File: src/verilog/qrl_map.svh
// register offsets, field positions, reset values and codes of the readout logger
`ifndef QRL_MAP_SVH
`define QRL_MAP_SVH
`define QRL_CTRL_OFS    8'h00
`define QRL_LEN_OFS     8'h04
`define QRL_AVG_OFS     8'h08
`define QRL_ERRCLR_OFS  8'h0C
`define QRL_ERRCNT_OFS  8'h10
`define QRL_ERRJOB_OFS  8'h14
`define QRL_OVERDIO_OFS 8'h18
`define QRL_ACQ_OFS     8'h1C
`define QRL_MSSTAT_OFS  8'h20
`define QRL_SRC_HI      4'h3
`define QRL_QUDIT_HI    2'h1
`define QRL_DATA_HI     2'h2
`define QRL_MSEN_BIT    0
`define QRL_PACK_BIT    1
`define QRL_LOGEN_BIT   2
`define QRL_MODE_BIT    4
`define QRL_SRC_LSB     8
`define QRL_QEN_BIT     3
`define QRL_AVAIL_BIT   4
`define QRL_START_LSB   8
`define QRL_NEED_LSB    12
`define QRL_THR_LSB     16
`define QRL_USAGE_LSB   8
`define QRL_VALID_BIT   16
`define QRL_NUMST_MIN   3'h2
`define QRL_NUMST_MAX   3'h4
`define QRL_LEN_RST     5'h01
`define QRL_AVG_RST     16'h0001
`define QRL_SRC_DISC    2'h3
`define QRL_SRC_FIXED0  6'h20
`define QRL_SRC_FIXED1  6'h21
`define QRL_EXT_QUDIT   4'h8
`define QRL_PERCENT     12'h064
`endif

File: src/verilog/qrl_pkg.sv
// types and sizes shared by the readout logger
package qrl_pkg;
  localparam int NQ   = 16;
  localparam int NINT = 16;
  localparam int LB   = 16;
  localparam int NPT  = 16;
  typedef enum logic [0:0] {LOG_IDLE = 1'b0, LOG_WAIT = 1'b1} log_state_type;
  typedef logic [5:0] src_sel_type;
  typedef logic [2:0] numst_type;
endpackage : qrl_pkg

File: src/verilog/qudit_readout_result_logger.sv
// qudit integrator allocation, sync-link bit mapping and averaging result logger
`timescale 1ns/1ns
`include "qrl_map.svh"

module qudit_readout_result_logger import qrl_pkg::*; (
  input  wire logic        ref_clk_in,       // 20 MHz clock
  input  wire logic        rst_n_in,         // async reset, active low
  input  wire logic        hsel_in,          // ahb slave select
  input  wire logic [31:0] haddr_in,         // ahb address
  input  wire logic [1:0]  htrans_in,        // ahb transfer type
  input  wire logic        hwrite_in,        // ahb write
  input  wire logic [2:0]  hsize_in,         // ahb size, word only
  input  wire logic [31:0] hwdata_in,        // ahb write data
  input  wire logic        hready_in,        // ahb bus ready
  input  wire logic        ext_opt_in,       // extended qudit option fitted
  input  wire logic        trigger_in,       // readout trigger pulse
  input  wire logic        result_valid_in,  // readout result pulse
  input  wire logic [31:0] int_result_in,    // complex result, re high, im low
  input  wire logic [31:0] disc_bits_in,     // two state bits per qudit
  input  wire logic        dio_ready_in,     // dio port can take a result
  output logic [31:0]      hrdata_out,       // ahb read data
  output logic             hreadyout_out,    // ahb ready out
  output logic             hresp_out,        // ahb response, always okay
  output logic [LB-1:0]    link_data_out,    // sync link bits
  output logic [LB-1:0]    link_valid_out,   // sync link bit valid
  output logic             link_strobe_out   // sync link word pulse
);
  logic        ms_en_reg, ms_en_next, pack_reg, pack_next, log_en_reg, log_en_next;
  logic        mode_reg, mode_next, wr_pend_reg, wr_pend_next;
  logic [1:0]  source_reg, source_next;
  logic [4:0]  len_reg, len_next;
  logic [15:0] avg_reg, avg_next, qen_reg, qen_next;
  logic [7:0]  wr_addr_reg, wr_addr_next;
  logic [31:0] hrdata_reg, hrdata_next;
  numst_type   qd_reg [NQ];
  numst_type   qd_next [NQ];
  src_sel_type bsrc_reg [LB];
  src_sel_type bsrc_next [LB];
  logic        err_clr, restart, rd_take, wr_take;

  // integrator allocation, qudits served in index order
  logic [1:0]  need [NQ];
  logic [5:0]  start [NQ];
  logic [NQ-1:0] avail, alloc;
  logic [5:0]  used, total_req;
  logic [11:0] usage;
  logic        ms_valid;

  always_comb begin
    logic [5:0] run;
    run = 6'h00;
    total_req = 6'h00;
    for (int q = 0; q < NQ; q++) begin
      need[q] = 2'(qd_reg[q] - 3'h1);
      start[q] = run;
      avail[q] = (run + 6'(need[q])) <= 6'(NINT);
      alloc[q] = qen_reg[q] && avail[q];
      if (alloc[q]) run = run + 6'(need[q]);
      if (qen_reg[q]) total_req = total_req + 6'(need[q]);
    end
    used = run;
    usage = 12'((12'(used) * `QRL_PERCENT) / 12'(NINT));
    ms_valid = total_req <= 6'(NINT);
  end

  // qudit state bits, gated by multi-state mode and allocation
  logic [2*NQ-1:0] qbits;
  always_comb begin
    for (int q = 0; q < NQ; q++) begin
      qbits[2*q]   = ms_en_reg && alloc[q] && disc_bits_in[2*q];
      // a two-state qudit has one threshold, so its upper bit stays low
      qbits[2*q+1] = ms_en_reg && alloc[q] && qd_reg[q] != 3'h2
                     && disc_bits_in[2*q+1];
    end
  end

  // effective per-bit source: packed map or software choice
  src_sel_type esrc [LB];
  always_comb begin
    logic [5:0] pos;
    pos = 6'h00;
    for (int b = 0; b < LB; b++) esrc[b] = pack_reg ? `QRL_SRC_FIXED0 : bsrc_reg[b];
    if (pack_reg) begin
      for (int q = 0; q < NQ; q++) begin
        if (alloc[q]) begin
          if (pos < 6'(LB)) esrc[pos[3:0]] = 6'(2 * q);
          pos = pos + 6'h01;
          if (qd_reg[q] != 3'h2) begin
            if (pos < 6'(LB)) esrc[pos[3:0]] = 6'(2 * q + 1);
            pos = pos + 6'h01;
          end
        end
      end
    end
  end

  logic [LB-1:0] ldata, lvalid;
  always_comb begin
    for (int b = 0; b < LB; b++) begin
      lvalid[b] = !esrc[b][5] && (ext_opt_in || esrc[b][4:1] < `QRL_EXT_QUDIT);
      ldata[b]  = esrc[b] == `QRL_SRC_FIXED1 || (lvalid[b] && qbits[esrc[b][4:0]]);
      if (esrc[b][5]) lvalid[b] = 1'b0;
    end
  end

  // result logger state
  log_state_type st_reg, st_next;
  logic [20:0] acq_reg, acq_next, total;
  logic [4:0]  pt_reg, pt_next, wpt_reg, wpt_next;
  logic [15:0] rep_reg, rep_next;
  logic        first_reg, first_next;
  logic [31:0] errcnt_reg, errcnt_next, ovf_reg, ovf_next;
  logic [20:0] errjob_reg, errjob_next;
  logic [31:0] mem_reg [NPT];
  logic [31:0] mem_next [NPT];
  logic [LB-1:0] ldata_reg, ldata_next, lvalid_reg, lvalid_next;
  logic        lstb_reg, lstb_next;
  logic        accept, done, holdoff;

  assign total   = 21'(len_reg) * 21'(avg_reg);
  assign done    = acq_reg >= total;
  assign accept  = st_reg == LOG_IDLE && trigger_in && log_en_reg && !done;
  assign holdoff = st_reg == LOG_WAIT && trigger_in;

  // bus and configuration group
  assign rd_take = hsel_in && htrans_in[1] && hready_in && !hwrite_in;
  assign wr_take = hsel_in && htrans_in[1] && hready_in && hwrite_in;

  always_comb begin
    logic [7:0] a;
    logic [3:0] qi;
    a = haddr_in[7:0];
    qi = a[5:2];
    ms_en_next = ms_en_reg;
    pack_next = pack_reg;
    log_en_next = log_en_reg;
    mode_next = mode_reg;
    source_next = source_reg;
    len_next = len_reg;
    avg_next = avg_reg;
    qen_next = qen_reg;
    qd_next = qd_reg;
    bsrc_next = bsrc_reg;
    err_clr = 1'b0;
    restart = 1'b0;
    wr_pend_next = wr_take && haddr_in[31:8] == 24'h0;
    wr_addr_next = haddr_in[7:0];
    hrdata_next = 32'h0000_0000;
    if (wr_pend_reg && wr_addr_reg[7:4] == `QRL_SRC_HI) begin
      for (int k = 0; k < 4; k++) begin
        if (!pack_reg) bsrc_next[{wr_addr_reg[3:2], 2'(k)}] = hwdata_in[8*k +: 6];
      end
    end else if (wr_pend_reg && wr_addr_reg[7:6] == `QRL_QUDIT_HI) begin
      qen_next[wr_addr_reg[5:2]] = hwdata_in[`QRL_QEN_BIT];
      if (hwdata_in[2:0] >= `QRL_NUMST_MIN && hwdata_in[2:0] <= `QRL_NUMST_MAX) begin
        qd_next[wr_addr_reg[5:2]] = hwdata_in[2:0];
      end
    end else if (wr_pend_reg) begin
      unique case (wr_addr_reg)
        `QRL_CTRL_OFS: begin
          ms_en_next = hwdata_in[`QRL_MSEN_BIT];
          pack_next = hwdata_in[`QRL_PACK_BIT];
          log_en_next = hwdata_in[`QRL_LOGEN_BIT];
          mode_next = hwdata_in[`QRL_MODE_BIT];
          source_next = hwdata_in[`QRL_SRC_LSB +: 2];
          restart = hwdata_in[`QRL_LOGEN_BIT] && !log_en_reg;
        end
        `QRL_LEN_OFS: len_next = (hwdata_in[4:0] > 5'(NPT)) ? 5'(NPT) : hwdata_in[4:0];
        `QRL_AVG_OFS: avg_next = hwdata_in[15:0];
        `QRL_ERRCLR_OFS: err_clr = 1'b1;
        default: ;
      endcase
    end
    if (rd_take) begin
      if (a[7:4] == `QRL_SRC_HI) begin
        for (int k = 0; k < 4; k++) hrdata_next[8*k +: 6] = esrc[{a[3:2], 2'(k)}];
      end else if (a[7:6] == `QRL_QUDIT_HI) begin
        hrdata_next[2:0] = qd_reg[qi];
        hrdata_next[`QRL_QEN_BIT] = qen_reg[qi];
        hrdata_next[`QRL_AVAIL_BIT] = avail[qi];
        hrdata_next[`QRL_START_LSB +: 4] = start[qi][3:0];
        hrdata_next[`QRL_NEED_LSB +: 2] = alloc[qi] ? need[qi] : 2'h0;
        // product is widened first: four states give twelve before halving
        hrdata_next[`QRL_THR_LSB +: 3] =
          3'((6'(qd_reg[qi]) * (6'(qd_reg[qi]) - 6'h1)) >> 1);
      end else if (a[7:6] == `QRL_DATA_HI) begin
        hrdata_next = mem_reg[qi];
      end else begin
        unique case (a)
          `QRL_CTRL_OFS: hrdata_next = {22'h0, source_reg, 3'h0, mode_reg, 1'b0,
                                        log_en_reg, pack_reg, ms_en_reg};
          `QRL_LEN_OFS: hrdata_next = {27'h0, len_reg};
          `QRL_AVG_OFS: hrdata_next = {16'h0, avg_reg};
          `QRL_ERRCNT_OFS: hrdata_next = errcnt_reg;
          `QRL_ERRJOB_OFS: hrdata_next = {11'h0, errjob_reg};
          `QRL_OVERDIO_OFS: hrdata_next = ovf_reg;
          `QRL_ACQ_OFS: hrdata_next = {11'h0, acq_reg};
          `QRL_MSSTAT_OFS: hrdata_next = {15'h0, ms_valid, usage[7:0],
                                          2'h0, used};
          default: hrdata_next = 32'h0000_0000;
        endcase
      end
    end
    if (haddr_in[31:8] != 24'h0) hrdata_next = 32'h0000_0000;
  end

  always_ff @(posedge ref_clk_in or negedge rst_n_in) begin
    if (!rst_n_in) begin
      ms_en_reg <= 1'b0;
      pack_reg <= 1'b0;
      log_en_reg <= 1'b0;
      mode_reg <= 1'b0;
      source_reg <= 2'h0;
      len_reg <= `QRL_LEN_RST;
      avg_reg <= `QRL_AVG_RST;
      qen_reg <= 16'h0000;
      wr_pend_reg <= 1'b0;
      wr_addr_reg <= 8'h00;
      hrdata_reg <= 32'h0000_0000;
      for (int q = 0; q < NQ; q++) qd_reg[q] <= `QRL_NUMST_MIN;
      for (int b = 0; b < LB; b++) bsrc_reg[b] <= `QRL_SRC_FIXED0;
    end else begin
      ms_en_reg <= ms_en_next;
      pack_reg <= pack_next;
      log_en_reg <= log_en_next;
      mode_reg <= mode_next;
      source_reg <= source_next;
      len_reg <= len_next;
      avg_reg <= avg_next;
      qen_reg <= qen_next;
      wr_pend_reg <= wr_pend_next;
      wr_addr_reg <= wr_addr_next;
      hrdata_reg <= hrdata_next;
      qd_reg <= qd_next;
      bsrc_reg <= bsrc_next;
    end
  end

  // logger group
  always_comb begin
    logic [31:0] smp;
    smp = (source_reg == `QRL_SRC_DISC) ? qbits : int_result_in;
    st_next = st_reg;
    acq_next = acq_reg;
    pt_next = pt_reg;
    rep_next = rep_reg;
    wpt_next = wpt_reg;
    first_next = first_reg;
    mem_next = mem_reg;
    errcnt_next = err_clr ? 32'h0 : errcnt_reg;
    errjob_next = errjob_reg;
    ovf_next = ovf_reg;
    ldata_next = ldata_reg;
    lvalid_next = lvalid_reg;
    lstb_next = 1'b0;
    if (holdoff) begin
      errcnt_next = err_clr ? 32'h1 : errcnt_reg + 32'h1;
      errjob_next = acq_reg;
    end
    unique case (st_reg)
      LOG_IDLE: begin
        if (accept) begin
          acq_next = acq_reg + 21'h1;
          wpt_next = pt_reg;
          first_next = rep_reg == 16'h0;
          st_next = LOG_WAIT;
          if (mode_reg) begin
            rep_next = rep_reg + 16'h1;
            if (rep_reg + 16'h1 >= avg_reg) begin
              rep_next = 16'h0;
              pt_next = pt_reg + 5'h1;
            end
          end else begin
            pt_next = pt_reg + 5'h1;
            if (pt_reg + 5'h1 >= len_reg) begin
              pt_next = 5'h0;
              rep_next = rep_reg + 16'h1;
            end
          end
        end
      end
      LOG_WAIT: begin
        if (result_valid_in) begin
          st_next = LOG_IDLE;
          if (source_reg == `QRL_SRC_DISC) begin
            mem_next[wpt_reg[3:0]] = first_reg ? smp : mem_reg[wpt_reg[3:0]] + smp;
          end else begin
            // real and imaginary halves sum apart, each wraps in 16 bits
            mem_next[wpt_reg[3:0]][31:16] = (first_reg ? 16'h0 : mem_reg[wpt_reg[3:0]][31:16])
                                            + smp[31:16];
            mem_next[wpt_reg[3:0]][15:0] = (first_reg ? 16'h0 : mem_reg[wpt_reg[3:0]][15:0])
                                           + smp[15:0];
          end
          ldata_next = ldata;
          lvalid_next = lvalid;
          lstb_next = ms_en_reg;
          if (!dio_ready_in) ovf_next = ovf_reg + 32'h1;
        end
      end
    endcase
    if (restart) begin
      acq_next = 21'h0;
      pt_next = 5'h0;
      rep_next = 16'h0;
      st_next = LOG_IDLE;
    end
  end

  always_ff @(posedge ref_clk_in or negedge rst_n_in) begin
    if (!rst_n_in) begin
      st_reg <= LOG_IDLE;
      acq_reg <= 21'h0;
      pt_reg <= 5'h0;
      wpt_reg <= 5'h0;
      rep_reg <= 16'h0;
      first_reg <= 1'b1;
      errcnt_reg <= 32'h0;
      errjob_reg <= 21'h0;
      ovf_reg <= 32'h0;
      ldata_reg <= '0;
      lvalid_reg <= '0;
      lstb_reg <= 1'b0;
      for (int i = 0; i < NPT; i++) mem_reg[i] <= 32'h0;
    end else begin
      st_reg <= st_next;
      acq_reg <= acq_next;
      pt_reg <= pt_next;
      wpt_reg <= wpt_next;
      rep_reg <= rep_next;
      first_reg <= first_next;
      errcnt_reg <= errcnt_next;
      errjob_reg <= errjob_next;
      ovf_reg <= ovf_next;
      ldata_reg <= ldata_next;
      lvalid_reg <= lvalid_next;
      lstb_reg <= lstb_next;
      mem_reg <= mem_next;
    end
  end

  assign hrdata_out = hrdata_reg;
  assign hreadyout_out = 1'b1;
  assign hresp_out = 1'b0;
  assign link_data_out = ldata_reg;
  assign link_valid_out = lvalid_reg;
  assign link_strobe_out = lstb_reg;
endmodule : qudit_readout_result_logger
File: config.mk
export PLATFORM = sky130hd
export DESIGN_NAME = qudit_readout_result_logger
export DESIGN_NICKNAME = d
export VERILOG_FILES = /design/src/verilog/qrl_pkg.sv /design/src/verilog/qudit_readout_result_logger.sv
export VERILOG_INCLUDE_DIRS = /design/src /design/src/verilog
export SDC_FILE = /design/constraint.sdc
export NUM_CORES = 2
export LEC_CHECK = 0
export ABC_AREA = 0
export BUFFER_PORTS_ARGS = -buffer_cell sky130_fd_sc_hd__buf_2
export CORE_MARGIN = 2
export CORE_UTILIZATION = 30
export CTS_CLUSTER_SIZE = 16
export DETAILED_ROUTE_END_ITERATION = 6
export PLACE_DENSITY_LB_ADDON = 0.05
export SYNTH_ARGS = -nofsm -noshare
export SYNTH_HDL_FRONTEND = slang
export SYNTH_SLANG_ARGS = --single-unit
File: constraint.sdc
create_clock -name ref_clk_in -period 42.7 [get_ports ref_clk_in]
set_input_delay 8.54 -clock ref_clk_in [delete_from_list [all_inputs] [get_ports ref_clk_in]]
set_output_delay 8.54 -clock ref_clk_in [all_outputs]
set_load 0.01 [all_outputs]
==> summary.txt <==
Synth
  • XOR/XNOR Fraction of Synth Area: 3.97%
  • Seq/Total Area, Yosys: 28.2%
  • Synth area leaders: dfrtp_1, mux4_2, ha_1, nand2_1, mux2_2
  • Mux share of post-synthesis cell area: 18.7%
  • Area leader, netlist: dfrtp_1
  • Post-synthesis adder-cell area fraction: 6.58%
  • Simple-gate area share of the yosys netlist: 16.3%
  • Post-synth top area share: 27.1%
  • Synth warn: 0
  • Distinct cells, synth: 140
  • Top_reg_cell synth: dfrtp_1
  • Post-synth design cell area: 80500 um^2
  • Seq cells post-synth: 906
  • Synthesized instance count: 8947
  • Post-synth EDFFs: 0
  • Syn Area/Cell: 8.99 um^2
  • Synth Area in Compound Gates: 22.0%
  • Ys async rst share: 100%
  • Main combinational cell family by area after synthesis: compound AO/OA/AOI/OAI gates

Final layout
  • Most common cell after layout, fill and taps aside: nand2_1
  • Proportion of layout cells with a drive suffix above 1: 17.0%
  • Nets: 9419
  • Max FFs per register: 512
  • Commonest non-fill, non-tap cells in the layout: nand2_1, dfrtp_1, nor2_1
  • Fill count: 27800
  • Layout overhead on the synthesized area: 11.5%

Critical path
  • FF-to-FF path depth: 135
  • Most frequent CP cell: nand2_1
  • WP data required: 43470 ps
  • CP peak stage delay: 950 ps
  • Worst Path Arrival: 40300 ps
  • CP Class: reg -> reg
  • Reg2Reg Launch Point: qd_reg[46]
  • Crit start category: flip-flop
  • Reg2reg end: mem_reg[63]
  • Reg2reg setup slack: 3160 ps
  • CP max-delay cell: a21oi_1
  • Crit path max fanout: 23
  • Crit path capture type: flip-flop

STA
  • Fin crit share: 92.6%
  • Fin. Hold Viols: 0
  • Setup TNS: 0 ps
  • # setup viols final: 0
  • Maximum clock rate: 0.0253 GHz
  • Worst Tran Pin Value: 1340 ps
  • Slew HR: 10.1%
  • Slew Viols, Final: 0
  • RSZ-0062 raised after global routing: false
  • Post-layout minimum cycle time: 39540 ps
  • Clock Skews: 89.2 ps

Die
  • Die Ht: 522 um
  • Initial Util: 30.1%
  • Row count: 190
  • Die ar.: 272000 um^2
  • I/O pin count: 209
  • CORE AREA: 267000 um^2
  • Die X: 522 um

Route
  • Vias per std cell: 6.03
  • DRT Wirelength: 420000 um
  • DRT Pass-1 Iters: 6
  • WL/cell: 33.4 um
  • Iteration-0 DRC Markers: 7793
  • Post-route DRC: 0
  • Post-DRT Antenna Nets: 0
  • Via count: 75800

Worst hold path
  • Hold WC Path Type: reg -> reg
  • Hold Crit Depth: 2
  • Hold Crit Start: link_valid_out[11]
  • Worst Hold Path EP: link_valid_out[11]

GRT
  • Global-route wire length before repair: 589000 um
  • Largest net degree at the start of global routing: 130
  • All-Layer GR Usage: 30.2%
  • Initial antenna violation count: 30
  • Total grt overflow: 0
  • Number of global-route vias before repair: 74200

Clocking
  • Cts bufs inserted: 114
  • Clk sink count: 906
  • Hold buffer count at CTS: 0
  • Later-pin clock latency in the skew report: 850 ps
  • Post-CTS setup buffer count: 0
  • CTS max path bufs: 3
  • H-Tree Depth: 3
  • CTS tree: built
  • PostCTS Resize Cnt: 0
  • CTS Root Cell: clkbuf_16
  • Clk slew on worst S/H paths: 60 ps

Placement
  • RePlAce Congestion: 0.959
  • PortBufs: 198
  • Post-detailed-placement half-perimeter wirelength: 309000 um

Flow run
  • Max-cap violations: 0

Status
  • Status: complete, no violations
[worst max-delay path by stage]
stage          startpoint        endpoint  slack (ps)  cells past startpoint
2_1_floorplan  qen_reg[0]  hrdata_out[12]       10890                    152
3_3_place_gp   qd_reg[46]     mem_reg[31]        4210                    134
3_5_place_dp   qd_reg[46]     mem_reg[63]        4060                    136
4_1_cts        qd_reg[46]     mem_reg[63]        3940                    134
5_1_grt        qd_reg[46]    mem_reg[351]         270                    138
6_report       qd_reg[46]     mem_reg[63]        3160                    135
[worst max-delay path: cells and delay by family (launching register included)]
kind,cells,cell delay (ps)
compound gates,35,13960
simple gates,52,10890
fa+ha+maj,24,9350
flops,1,550
buf+inv,17,2530
xor+xnor,2,300
mux,5,1830
[stage by stage]
step / worst slack (ps) / area [um^2] / utilization, % / cells / hold WS (ps)
final: 3160 / 89700 / 33.6 / 12600 / 470
after global routing: 268 / 89700 / 33.5 / 12600 / 488
after CTS: 3940 / 89700 / 33.5 / 12500 / 476
after detailed placement: 4060 / 85700 / 32.1 / 12300 / 463
after global placement: 4210 / 85700 / 32.0 / 12300 / 460
after floorplan: 10890 / 80500 / - / 8949 / 446
[synth_stat cells, types with 290 or more instances]
| library cell | count |
|---|---|
| o211ai_1 | 332 |
| dfrtp_1 | 871 |
| clkbuf_1 | 479 |
| mux4_2 | 377 |
| nand2_1 | 1006 |
| mux2i_1 | 313 |
| nor2_1 | 705 |
| mux2_2 | 290 |
| a21oi_1 | 441 |
| o21a_1 | 321 |
| o21ai_0 | 624 |
| ha_1 | 304 |
[layout make-up]
class | count | area (um^2) | area share (%)
diodes | 14 | 35.0 | 0.0390
repair buffers | 423 | 2760 | 3.08
well taps | 3552 | 4440 | 4.95
multi-input cells | 7160 | 54700 | 60.9
clock buffers | 160 | 3310 | 3.68
clock inverters | 53 | 681 | 0.758
inverters | 295 | 1110 | 1.24
flip-flops and latches | 906 | 22700 | 25.3
[cells by family (layout without fill, tap and decap cells)]
| logic type | after synthesis | after routing |
|---|---|---|
| adders and majority gates | 380 | 380 |
| buffers and inverters | 883 | 931 |
| AOI/OAI and AO/OA | 2638 | 2638 |
| other | 2 | 18 |
| DFF | 906 | 906 |
| and+or+nand+nor | 2820 | 2820 |
| xor gates and xnor gates | 328 | 328 |
| muxes | 990 | 990 |
[layer usage]
layer  global-route usage, %  wire length, um
met2                    47.9           190000
met1                    40.6           181000
met3                    4.37            25700
met5                       0               13
met4                    13.9            22500
Power is not shown: default switching activity piles up to over one toggle a cycle in this logic, so the estimate is an artifact.
